===== src/azm_pkg.sv =====
package azm_pkg;

    // ----------------------------------------------------------------
    // Register port and sample widths
    // ----------------------------------------------------------------
    localparam int ADDR_W = 8;
    localparam int DATA_W = 8;
    localparam int SAMPLE_W = 24;
    localparam int RUN_W = 19;
    localparam int NPIN = 3;

    // ----------------------------------------------------------------
    // Register offsets
    // ----------------------------------------------------------------
    localparam logic [7:0] OFS_ZERO_MUTE_DELAY = 8'h51;
    localparam logic [7:0] OFS_AMP_LOOP_CONFIG = 8'h53;
    localparam logic [7:0] OFS_OUTPUT_GAIN_TRIM = 8'h54;
    localparam logic [7:0] OFS_SUPPLY_VOLTAGE_MONITOR = 8'h5E;
    localparam logic [7:0] OFS_PIN_DIRECTION = 8'h60;
    localparam logic [7:0] OFS_PIN1_FUNCTION_SELECT = 8'h61;
    localparam logic [7:0] OFS_PIN2_FUNCTION_SELECT = 8'h62;

    // ----------------------------------------------------------------
    // Reset values
    // ----------------------------------------------------------------
    localparam logic [7:0] RST_ZERO_MUTE_DELAY = 8'h00;
    localparam logic [7:0] RST_AMP_LOOP_CONFIG = 8'h00;
    localparam logic [7:0] RST_OUTPUT_GAIN_TRIM = 8'h00;
    localparam logic [7:0] RST_SUPPLY_VOLTAGE_MONITOR = 8'h00;
    localparam logic [7:0] RST_PIN_DIRECTION = 8'h00;
    localparam logic [7:0] RST_PIN1_FUNCTION_SELECT = 8'h00;
    localparam logic [7:0] RST_PIN2_FUNCTION_SELECT = 8'h00;
    localparam logic [7:0] READ_UNMAPPED = 8'h00;

    // ----------------------------------------------------------------
    // Field positions
    // ----------------------------------------------------------------
    localparam int RUN_LEFT_LSB = 4;
    localparam int RUN_RIGHT_LSB = 0;
    localparam int BW_LSB = 5;
    localparam int PHASE_BIT = 0;
    localparam int TRIM_LSB = 0;
    localparam int TRIM_W = 5;
    localparam int DIR_PIN0_BIT = 2;
    localparam int DIR_PIN2_BIT = 1;
    localparam int DIR_PIN1_BIT = 0;
    localparam int FUNC_LSB = 0;
    localparam int MUTE_EN_LEFT = 0;
    localparam int MUTE_EN_RIGHT = 1;
    localparam int MUTE_EN_BOTH = 2;

    // ----------------------------------------------------------------
    // Pin function codes
    // ----------------------------------------------------------------
    typedef enum logic [3:0] {
        AZM_FN_LOW = 4'b0000,
        AZM_FN_WARN = 4'b1000,
        AZM_FN_SERIAL = 4'b1001,
        AZM_FN_FAULT = 4'b1011,
        AZM_FN_SUPPLY_DROP = 4'b1100,
        AZM_FN_CLASS_H = 4'b1101
    } azm_pin_fn_t;

    // ----------------------------------------------------------------
    // Zero-run delays at the reference sample rate
    // ----------------------------------------------------------------
    localparam longint SAMPLE_RATE_HZ = 96000;
    localparam longint US_PER_S = 1000000;
    localparam longint ZR_TIME_US_0 = 11500;
    localparam longint ZR_TIME_US_1 = 53000;
    localparam longint ZR_TIME_US_2 = 106500;
    localparam longint ZR_TIME_US_3 = 266500;
    localparam longint ZR_TIME_US_4 = 535000;
    localparam longint ZR_TIME_US_5 = 1065000;
    localparam longint ZR_TIME_US_6 = 2665000;
    localparam longint ZR_TIME_US_7 = 5330000;
    localparam logic [18:0] ZR_CNT_0 = 19'(ZR_TIME_US_0 * SAMPLE_RATE_HZ / US_PER_S);
    localparam logic [18:0] ZR_CNT_1 = 19'(ZR_TIME_US_1 * SAMPLE_RATE_HZ / US_PER_S);
    localparam logic [18:0] ZR_CNT_2 = 19'(ZR_TIME_US_2 * SAMPLE_RATE_HZ / US_PER_S);
    localparam logic [18:0] ZR_CNT_3 = 19'(ZR_TIME_US_3 * SAMPLE_RATE_HZ / US_PER_S);
    localparam logic [18:0] ZR_CNT_4 = 19'(ZR_TIME_US_4 * SAMPLE_RATE_HZ / US_PER_S);
    localparam logic [18:0] ZR_CNT_5 = 19'(ZR_TIME_US_5 * SAMPLE_RATE_HZ / US_PER_S);
    localparam logic [18:0] ZR_CNT_6 = 19'(ZR_TIME_US_6 * SAMPLE_RATE_HZ / US_PER_S);
    localparam logic [18:0] ZR_CNT_7 = 19'(ZR_TIME_US_7 * SAMPLE_RATE_HZ / US_PER_S);

    // Zero-run code to a count of samples
    function automatic logic [18:0] zr_threshold(input logic [2:0] code);
        logic [18:0] cnt;
        cnt = ZR_CNT_0;
        case (code)
            3'h0: cnt = ZR_CNT_0;
            3'h1: cnt = ZR_CNT_1;
            3'h2: cnt = ZR_CNT_2;
            3'h3: cnt = ZR_CNT_3;
            3'h4: cnt = ZR_CNT_4;
            3'h5: cnt = ZR_CNT_5;
            3'h6: cnt = ZR_CNT_6;
            default: cnt = ZR_CNT_7;
        endcase
        return cnt;
    endfunction : zr_threshold

endpackage : azm_pkg


===== src/azm_regs.sv =====
`timescale 1ns/1ps
module azm_regs #(
    parameter int unsigned RUN_SHIFT = 0 // Shortens zero-run counts, 0 to 8
) (
    input wire logic clk, // System clock, 100 MHz
    input wire logic rst_n, // Synchronous reset, active low
    input wire logic [azm_pkg::ADDR_W-1:0] reg_addr, // Register offset
    input wire logic reg_wr, // Write strobe, one cycle
    input wire logic [azm_pkg::DATA_W-1:0] reg_wdata, // Write data
    input wire logic reg_rd, // Read strobe, one cycle
    output logic [azm_pkg::DATA_W-1:0] reg_rdata, // Read data
    output logic reg_rvalid, // Read data valid, one cycle
    input wire logic sample_valid, // One-cycle strobe per stereo sample
    input wire logic [azm_pkg::SAMPLE_W-1:0] left_sample, // Left sample
    input wire logic [azm_pkg::SAMPLE_W-1:0] right_sample, // Right sample
    input wire logic [2:0] automute_en, // Auto-mute enables
    output logic left_zero_muted_flag, // Left auto-muted
    output logic right_zero_muted_flag, // Right auto-muted
    output logic [1:0] loop_bandwidth_sel, // Loop bandwidth code
    output logic pwm_in_phase, // 1 same phase, 0 opposite
    output logic [azm_pkg::TRIM_W-1:0] output_level_trim, // Gain trim code
    input wire logic [azm_pkg::DATA_W-1:0] supply_voltage_code, // ADC result
    input wire logic [3:0] pin0_function_code, // Pin 0 function code
    input wire logic warning_src_n, // Warning source, active low
    input wire logic fault_src_n, // Fault source, active low
    input wire logic serial_audio_src, // Serial audio data out
    input wire logic supply_drop_src, // Supply-drop flag
    input wire logic class_h_src, // Class-H control
    output logic [azm_pkg::NPIN-1:0] pin_out, // Pin levels, index 0..2
    output logic [azm_pkg::NPIN-1:0] pin_oe_n, // Pin enables, active low
    input wire logic [azm_pkg::NPIN-1:0] pin_in, // Pin pad inputs
    output logic [azm_pkg::NPIN-1:0] pin_level // Synchronised pin inputs
);
    import azm_pkg::*;

    // ----------------------------------------------------------------
    // Register storage
    // ----------------------------------------------------------------
    logic [7:0] zero_mute_delay;
    logic [7:0] amp_loop_config;
    logic [7:0] output_gain_trim;
    logic [7:0] supply_voltage_monitor;
    logic [7:0] pin_direction;
    logic [7:0] pin1_function_select;
    logic [7:0] pin2_function_select;

    // ----------------------------------------------------------------
    // Address decode
    // ----------------------------------------------------------------
    wire hit_zmd = (reg_addr == OFS_ZERO_MUTE_DELAY);
    wire hit_loop = (reg_addr == OFS_AMP_LOOP_CONFIG);
    wire hit_trim = (reg_addr == OFS_OUTPUT_GAIN_TRIM);
    wire hit_supply = (reg_addr == OFS_SUPPLY_VOLTAGE_MONITOR);
    wire hit_dir = (reg_addr == OFS_PIN_DIRECTION);
    wire hit_pin1 = (reg_addr == OFS_PIN1_FUNCTION_SELECT);
    wire hit_pin2 = (reg_addr == OFS_PIN2_FUNCTION_SELECT);

    // Whole bytes are stored, so reserved bits read back what was written
    wire wr_zmd = reg_wr && hit_zmd;
    wire wr_loop = reg_wr && hit_loop;
    wire wr_trim = reg_wr && hit_trim;
    wire wr_dir = reg_wr && hit_dir;
    wire wr_pin1 = reg_wr && hit_pin1;
    wire wr_pin2 = reg_wr && hit_pin2;

    logic [7:0] next_rdata;
    assign next_rdata = hit_zmd ? zero_mute_delay :
                        hit_loop ? amp_loop_config :
                        hit_trim ? output_gain_trim :
                        hit_supply ? supply_voltage_monitor :
                        hit_dir ? pin_direction :
                        hit_pin1 ? pin1_function_select :
                        hit_pin2 ? pin2_function_select : READ_UNMAPPED;

    // ----------------------------------------------------------------
    // Register writes
    // ----------------------------------------------------------------
    always_ff @(posedge clk)
    begin
        if (!rst_n)
        begin
            zero_mute_delay <= RST_ZERO_MUTE_DELAY;
            amp_loop_config <= RST_AMP_LOOP_CONFIG;
            output_gain_trim <= RST_OUTPUT_GAIN_TRIM;
            pin_direction <= RST_PIN_DIRECTION;
            pin1_function_select <= RST_PIN1_FUNCTION_SELECT;
            pin2_function_select <= RST_PIN2_FUNCTION_SELECT;
        end
        else
        begin
            if (wr_zmd) zero_mute_delay <= reg_wdata;
            if (wr_loop) amp_loop_config <= reg_wdata;
            if (wr_trim) output_gain_trim <= reg_wdata;
            if (wr_dir) pin_direction <= reg_wdata;
            if (wr_pin1) pin1_function_select <= reg_wdata;
            if (wr_pin2) pin2_function_select <= reg_wdata;
        end
    end

    // Supply code is refreshed from the converter every cycle and ignores writes
    always_ff @(posedge clk)
    begin
        if (!rst_n)
            supply_voltage_monitor <= RST_SUPPLY_VOLTAGE_MONITOR;
        else
            supply_voltage_monitor <= supply_voltage_code;
    end

    always_ff @(posedge clk)
    begin
        if (!rst_n)
        begin
            reg_rdata <= READ_UNMAPPED;
            reg_rvalid <= 1'b0;
        end
        else
        begin
            reg_rdata <= reg_rd ? next_rdata : reg_rdata;
            reg_rvalid <= reg_rd;
        end
    end

    // ----------------------------------------------------------------
    // Analog control outputs
    // ----------------------------------------------------------------
    assign loop_bandwidth_sel = amp_loop_config[BW_LSB +: 2];
    assign pwm_in_phase = amp_loop_config[PHASE_BIT];
    assign output_level_trim = output_gain_trim[TRIM_LSB +: TRIM_W];

    // ----------------------------------------------------------------
    // Zero-run detection
    // ----------------------------------------------------------------
    logic [RUN_W-1:0] left_threshold;
    logic [RUN_W-1:0] right_threshold;
    logic left_qualified;
    logic right_qualified;
    wire left_zero = (left_sample == '0);
    wire right_zero = (right_sample == '0);

    assign left_threshold = zr_threshold(zero_mute_delay[RUN_LEFT_LSB +: 3]) >> RUN_SHIFT;
    assign right_threshold = zr_threshold(zero_mute_delay[RUN_RIGHT_LSB +: 3]) >> RUN_SHIFT;

    azm_zero_run u_run_left (
        .clk(clk),
        .rst_n(rst_n),
        .sample_valid(sample_valid),
        .sample_zero(left_zero),
        .threshold(left_threshold),
        .qualified(left_qualified)
    );

    azm_zero_run u_run_right (
        .clk(clk),
        .rst_n(rst_n),
        .sample_valid(sample_valid),
        .sample_zero(right_zero),
        .threshold(right_threshold),
        .qualified(right_qualified)
    );

    // ----------------------------------------------------------------
    // Auto-mute decision
    // ----------------------------------------------------------------
    // In both-mode a channel waits for its partner even if that one is disabled
    wire both_ok_left = !automute_en[MUTE_EN_BOTH] || right_qualified;
    wire both_ok_right = !automute_en[MUTE_EN_BOTH] || left_qualified;
    wire next_left_mute = automute_en[MUTE_EN_LEFT] && left_qualified && both_ok_left;
    wire next_right_mute = automute_en[MUTE_EN_RIGHT] && right_qualified && both_ok_right;

    always_ff @(posedge clk)
    begin
        if (!rst_n)
        begin
            left_zero_muted_flag <= 1'b0;
            right_zero_muted_flag <= 1'b0;
        end
        else
        begin
            left_zero_muted_flag <= next_left_mute;
            right_zero_muted_flag <= next_right_mute;
        end
    end

    // ----------------------------------------------------------------
    // General pins
    // ----------------------------------------------------------------
    logic [3:0] pin_code [NPIN];
    logic [NPIN-1:0] pin_dir;
    logic [NPIN-1:0] pin_meta;

    assign pin_code[0] = pin0_function_code;
    assign pin_code[1] = pin1_function_select[FUNC_LSB +: 4];
    assign pin_code[2] = pin2_function_select[FUNC_LSB +: 4];
    // Direction bits are not in pin order
    assign pin_dir[0] = pin_direction[DIR_PIN0_BIT];
    assign pin_dir[1] = pin_direction[DIR_PIN1_BIT];
    assign pin_dir[2] = pin_direction[DIR_PIN2_BIT];

    genvar gi;
    generate
        for (gi = 0; gi < NPIN; gi++)
        begin : g_pin
            azm_pin_mux u_mux (
                .clk(clk),
                .rst_n(rst_n),
                .function_code(pin_code[gi]),
                .drive_enable(pin_dir[gi]),
                .warning_src_n(warning_src_n),
                .fault_src_n(fault_src_n),
                .serial_audio_src(serial_audio_src),
                .supply_drop_src(supply_drop_src),
                .class_h_src(class_h_src),
                .pin_out(pin_out[gi]),
                .pin_oe_n(pin_oe_n[gi])
            );
        end
    endgenerate

    // Pads are asynchronous to clk
    always_ff @(posedge clk)
    begin
        if (!rst_n)
        begin
            pin_meta <= '0;
            pin_level <= '0;
        end
        else
        begin
            pin_meta <= pin_in;
            pin_level <= pin_meta;
        end
    end
endmodule : azm_regs


===== src/azm_zero_run.sv =====
`timescale 1ns/1ps
module azm_zero_run (
    input wire logic clk, // System clock
    input wire logic rst_n, // Synchronous reset, active low
    input wire logic sample_valid, // One-cycle strobe per sample
    input wire logic sample_zero, // Current sample is all zero
    input wire logic [azm_pkg::RUN_W-1:0] threshold, // Samples needed
    output logic qualified // Run has reached threshold
);
    import azm_pkg::*;

    logic [RUN_W-1:0] run_count;
    logic [RUN_W-1:0] next_count;
    wire run_full = &run_count;

    // ----------------------------------------------------------------
    // Sample counting
    // ----------------------------------------------------------------
    // Counts samples, not clocks, so the delay follows the sample rate
    // Saturates instead of wrapping so a long silence never re-arms
    assign next_count = !sample_valid ? run_count :
                        !sample_zero ? '0 :
                        run_full ? run_count : run_count + 1'b1;

    always_ff @(posedge clk)
    begin
        if (!rst_n)
        begin
            run_count <= '0;
            qualified <= 1'b0;
        end
        else
        begin
            run_count <= next_count;
            qualified <= (next_count >= threshold);
        end
    end
endmodule : azm_zero_run


===== src/azm_pin_mux.sv =====
`timescale 1ns/1ps
module azm_pin_mux (
    input wire logic clk, // System clock
    input wire logic rst_n, // Synchronous reset, active low
    input wire logic [3:0] function_code, // Selected pin function
    input wire logic drive_enable, // 1 makes the pin an output
    input wire logic warning_src_n, // Warning source, active low
    input wire logic fault_src_n, // Fault source, active low
    input wire logic serial_audio_src, // Serial audio data out
    input wire logic supply_drop_src, // Supply-drop flag
    input wire logic class_h_src, // Class-H control
    output logic pin_out, // Pin output level
    output logic pin_oe_n // Output enable, active low
);
    import azm_pkg::*;

    logic next_out;

    // ----------------------------------------------------------------
    // Function select
    // ----------------------------------------------------------------
    // Unlisted codes fall back to a driven low
    assign next_out = (function_code == AZM_FN_WARN) ? warning_src_n :
                      (function_code == AZM_FN_SERIAL) ? serial_audio_src :
                      (function_code == AZM_FN_FAULT) ? fault_src_n :
                      (function_code == AZM_FN_SUPPLY_DROP) ? supply_drop_src :
                      (function_code == AZM_FN_CLASS_H) ? class_h_src : 1'b0;

    always_ff @(posedge clk)
    begin
        if (!rst_n)
        begin
            pin_out <= 1'b0;
            pin_oe_n <= 1'b1;
        end
        else
        begin
            pin_out <= next_out;
            pin_oe_n <= !drive_enable;
        end
    end
endmodule : azm_pin_mux


===== config.mk =====
export PLATFORM = sky130hd
export DESIGN_NAME = azm_regs
export DESIGN_NICKNAME = d
export VERILOG_FILES = /design/src/azm_pkg.sv /design/src/azm_regs.sv /design/src/azm_zero_run.sv /design/src/azm_pin_mux.sv
export SDC_FILE = /design/constraint.sdc
export NUM_CORES = 1
export LEC_CHECK = 0
export ABC_AREA = 1
export ABC_CLOCK_PERIOD_IN_PS = 2900
export BUFFER_PORTS_ARGS = -buffer_cell sky130_fd_sc_hd__clkbuf_2
export CAP_MARGIN = 30
export CORE_MARGIN = 5
export CORE_UTILIZATION = 57
export DETAILED_ROUTE_END_ITERATION = 10
export HOLD_SLACK_MARGIN = 0.1
export PLACE_DENSITY = 0.88
export SLEW_MARGIN = 10
export SYNTH_ARGS = -nofsm -noshare
export SYNTH_HDL_FRONTEND = slang
export SYNTH_SLANG_ARGS = --single-unit
export TNS_END_PERCENT = 5

===== constraint.sdc =====
create_clock -name clk -period 2.9 [get_ports clk]
set_input_delay 0.58 -clock clk [delete_from_list [all_inputs] [get_ports clk]]
set_output_delay 0.58 -clock clk [all_outputs]
set_load 0.005 [all_outputs]

==> tab_implementation.tex <==
\begin{tabular}{lr}
\hline
Metric & Value \\
\hline
\multicolumn{2}{l}{\textbf{Outcome}} \\
\quad Status & finished clean \\
\multicolumn{2}{l}{\textbf{Clock network}} \\
\quad Buffer levels on the longest clock path & 2 \\
\quad CTS tree & built \\
\quad Clock slew at the register clock pins of the worst setup and hold paths & 60 ps \\
\quad Hold buffers post-CTS & 0 \\
\quad Clock Root Buffer & sky130\_fd\_sc\_hd\_\_clkbuf\_16 \\
\quad Total number of clock tree sinks & 119 \\
\quad Number of buffers inserted during clock tree synthesis & 17 \\
\quad Clock network latency to the later pin of the worst-skew pair & 420 ps \\
\quad H-tree level count & 4 \\
\multicolumn{2}{l}{\textbf{Synthesis}} \\
\quad Post-synth top area cell & sky130\_fd\_sc\_hd\_\_dfxtp\_1 \\
\quad Sequential element share of the synthesized area & 35.2\% \\
\quad Count of unique library cells instantiated by Yosys & 43 \\
\quad Cells after Synth & 1010 \\
\quad Most frequently used cell type in the post-synthesis netlist & sky130\_fd\_sc\_hd\_\_nand2\_1 \\
\quad Post-synthesis area per instance & 6.71 um\^{}2 \\
\quad Post-synth top area share & 35.2\% \\
\quad Count of yosys warnings during synthesis & 0 \\
\quad Post-synthesis instance area & 0.00678 mm\^{}2 \\
\quad Number of enable-type register cells in the synthesized netlist & 0 \\
\quad Post-synth top flop & sky130\_fd\_sc\_hd\_\_dfxtp\_1 \\
\quad Number of nets in the synthesized netlist & 1134 \\
\quad Dominant cells by area after synthesis & sky130\_fd\_sc\_hd\_\_dfxtp\_1, sky130\_fd\_sc\_hd\_\_nand2\_1, sky130\_fd\_sc\_hd\_\_a21oi\_1 \\
\quad Number of synthesized register bits & 119 \\
\quad Top cells by instance count after synthesis & sky130\_fd\_sc\_hd\_\_nand2\_1, sky130\_fd\_sc\_hd\_\_dfxtp\_1, sky130\_fd\_sc\_hd\_\_inv\_1, sky130\_fd\_sc\_hd\_\_nor2\_1, sky130\_fd\_sc\_hd\_\_a21oi\_1 \\
\quad Async set or reset register ratio after synthesis & 0\% \\
\multicolumn{2}{l}{\textbf{STA}} \\
\quad Maximum clock skew at final layout & 3.96 ps \\
\quad Time the worst path needs with I/O delays and setup & 2810 ps \\
\quad Hold Fails Final Rpt & 0 \\
\quad Number of failing setup endpoints in the final timing report & 0 \\
\quad Unrepaired setup endpoints after global routing & yes \\
\quad Count of final max-slew check failures & 0 \\
\quad Transition time at the pin with the least slew margin & 655 ps \\
\quad Worst rel slew slack & 56.1\% \\
\quad Upper clock frequency limit & 0.356 GHz \\
\quad Worst hold slack across all endpoints & 337 ps \\
\quad Ratio of final minimum period to clock period & 97.0\% \\
\multicolumn{2}{l}{\textbf{Worst hold path}} \\
\quad Class of the most critical hold timing path & in2reg \\
\quad Hold path startpoint & supply\_voltage\_code[5] \\
\quad Hold Crit Depth & 3 \\
\multicolumn{2}{l}{\textbf{Drt}} \\
\quad Antenna Violating Nets Remaining & 0 \\
\quad Wirelength, routed & 19.8 mm \\
\quad Count of TritonRoute iterations in the first routing pass & 5 \\
\quad Number of vias in the routed layout & 7302 \\
\quad 1st-iter DRT viols & 777 \\
\quad Met2 wire len & 9.70 mm \\
\quad Topmost layer with routed signal wires & met4 \\
\quad DR WL met3 & 1.45 mm \\
\quad Post-DR vias/cell & 5.63 \\
\quad Average wire length per cell after detail routing & 15.2 um \\
\quad \# DRC & 0 \\
\quad Wire length on met1 & 7.83 mm \\
\multicolumn{2}{l}{\textbf{Worst setup path}} \\
\quad Startpoint type of the worst setup path & flip-flop \\
\quad Critical path's most frequent cell & sky130\_fd\_sc\_hd\_\_nand2\_1 \\
\quad Critical path start-end classification & reg2reg \\
\quad Worst reg2reg setup slack & 90 ps \\
\quad Reg2Reg Depth & 20 \\
\quad Crit path cell chain & ha\_4 -> inv\_1 -> nor2\_1 -> nand2\_1 -> nor2\_2 -> nand3\_2 -> nand2\_4 -> buf\_4 -> buf\_4 -> nor3\_1 -> nand3b\_1 -> ha\_1 -> o21ai\_1 -> nor3b\_1 -> o21ai\_1 -> nand3\_1 -> nand2\_1 -> nand3\_1 -> nand2\_1 -> inv\_1 \\
\quad Crit path required time & 3270 ps \\
\quad Crit path capture & u\_run\_left.qualified\$\_SDFF\_PN0\_ \\
\quad Category of the worst setup path capture point & flip-flop \\
\quad Max incr delay on CP & 370 ps \\
\quad R2R Path Start & u\_run\_left.run\_count[0]\$\_SDFF\_PN0\_ \\
\quad Slowest library cell on the worst path & sky130\_fd\_sc\_hd\_\_dfxtp\_4 \\
\quad Endpoint of the lowest-slack register-to-register path & u\_run\_left.qualified\$\_SDFF\_PN0\_ \\
\quad Data arrival time of the worst path & 3180 ps \\
\quad Critical Path Start & u\_run\_left.run\_count[0]\$\_SDFF\_PN0\_ \\
\quad Maximum fanout count along the critical path & 7 \\
\multicolumn{2}{l}{\textbf{Cells and area}} \\
\quad Total Nets Final & 1268 \\
\quad Layout cell share with drive strength beyond 1 & 22.3\% \\
\quad Antenna diodes & 0 \\
\quad Area growth from synthesis to layout & 23.1\% \\
\multicolumn{2}{l}{\textbf{Floorplan}} \\
\quad Floorplan die area & 0.0142 mm\^{}2 \\
\quad Die Width & 119 um \\
\quad Core Area & 0.0115 mm\^{}2 \\
\quad Initial Util & 58.8\% \\
\quad Standard-cell rows & 39 \\
\quad Boundary pin count & 120 \\
\quad Die span in y & 119 um \\
\multicolumn{2}{l}{\textbf{Pwr}} \\
\quad VDD IR-drop max & 0.453 mV \\
\quad Static leakage & 3.70 nW \\
\quad Overall Power & 4.02 mW \\
\quad Total power per unit cell area & 482 mW/mm\^{}2 \\
\multicolumn{2}{l}{\textbf{Global route}} \\
\quad Wire length of the first global-routing pass & 31.7 mm \\
\quad Overflow left after global routing & 0 \\
\quad Pin count of the biggest net entering global routing & 53 \\
\quad Antenna violations before repair & 0 \\
\quad Global Route Usage Sum & 26.9\% \\
\quad Number of global-route vias before repair & 6893 \\
\multicolumn{2}{l}{\textbf{Placed design}} \\
\quad Port Buf Inserts & 119 \\
\quad HPWL after DPL & 13.5 mm \\
\quad Routability congestion estimate from global placement & 0.934 \\
\multicolumn{2}{l}{\textbf{Run}} \\
\quad Maximum capacitance violations & 0 \\
\hline
\end{tabular}
[how the worst min path moves through the flow]
| stage | to | slack [ps] |
|---|---|---|
| after detailed placement | g_pin[2].u_mux.pin_oe_n$_SDFF_PN1_ | 400 |
| after global routing | pin_meta[2]$_SDFF_PN0_ | 350 |
| after global placement | pin_level[1]$_SDFF_PN0_ | 390 |
| final | supply_voltage_monitor[5]$_SDFF_PN0_ | 340 |
| after floorplan | g_pin[0].u_mux.pin_oe_n$_SDFF_PN1_ | 370 |
| after CTS | supply_voltage_monitor[5]$_SDFF_PN0_ | 340 |
[cells by family after synthesis]
| group | after synthesis | share of synthesized area [%] |
|---|---|---|
| AND/OR/NAND/NOR | 498 | 33.3 |
| AO/OA/AOI/OAI | 178 | 13.8 |
| buffers and inverters | 174 | 10.6 |
| flip-flops | 119 | 35.2 |
| adder cells (fa/ha/maj) | 32 | 5.91 |
| XOR/XNOR | 9 | 1.16 |
[registers in the layout (all words and copies together) (netlist names), 3 cells and up]
name / count
pin1_function_select: 8
reg_rdata: 8
g_pin.u_mux.pin_oe_n: 3
u_run_right.run_count: 19
output_gain_trim: 8
u_run_left.run_count: 19
pin_meta: 3
pin_direction: 8
amp_loop_config: 8
supply_voltage_monitor: 8
pin_level: 3
zero_mute_delay: 8
g_pin.u_mux.pin_out: 3
pin2_function_select: 8
[through the flow]
stage	setup TNS, ps	cells	util, %	instance area, um^2	worst slack (ps)
finish	0	1298	72.5	8340	87.5
global route	-198	1298	72.5	8340	-157
CTS	0	1293	71.2	8200	12.4
detailed placement	-157	1257	65.5	7540	-157
global placement	-92.4	1257	65.5	7540	-92.4
floorplan	0	1010	-	6780	186
[layout by cell type, fill, tap and decap left out, drive strengths merged, types with 5 or more instances in the layout]
cell type,instances
buf,38
nor4,13
clkbuf,136
xor2,5
a21oi,105
dfxtp,119
ha,32
nand4,21
inv,130
clkinv,8
o21ai,55
nor3,29
nand3,82
o211ai,6
nand2,226
nor2,116
[cell type report]
cell class | count | area (um^2)
flip-flops and latches | 119 | 2390
multi-input cells | 717 | 3800
clock buffers | 17 | 425
clock inverters | 13 | 158
fillers | 880 | 3170
inverters | 132 | 495
well taps | 143 | 179
repair buffers | 157 | 893
[worst max-delay path: cells and delay by family (launching register included)]
kind                       cells  cell delay, ps
AOI/OAI and AO/OA              2             290
and+or+nand+nor               12            1400
DFF                            1             370
buffers and inverters          4             310
adders and majority gates      2             380
[per-layer routing]
metal	GRT usage, %	vias to the layer above
li1	-	3582
met1	32.2	3308
met2	46.3	340
met3	5.36	72
met4	12.5	0
met5	0	-
[what timing repair did]
item                       CTS  global route
buffers inserted             6             5
gates resized for setup      8            30
pin swaps                    6            12
setup endpoints to repair    1             2
[power by group]
group / switching, mW / internal, mW
clock: 0.767 / 1.33
sequential: 0.0114 / 1.65
combinational: 0.154 / 0.101
Note: power is estimated with default switching activity, not from simulation.
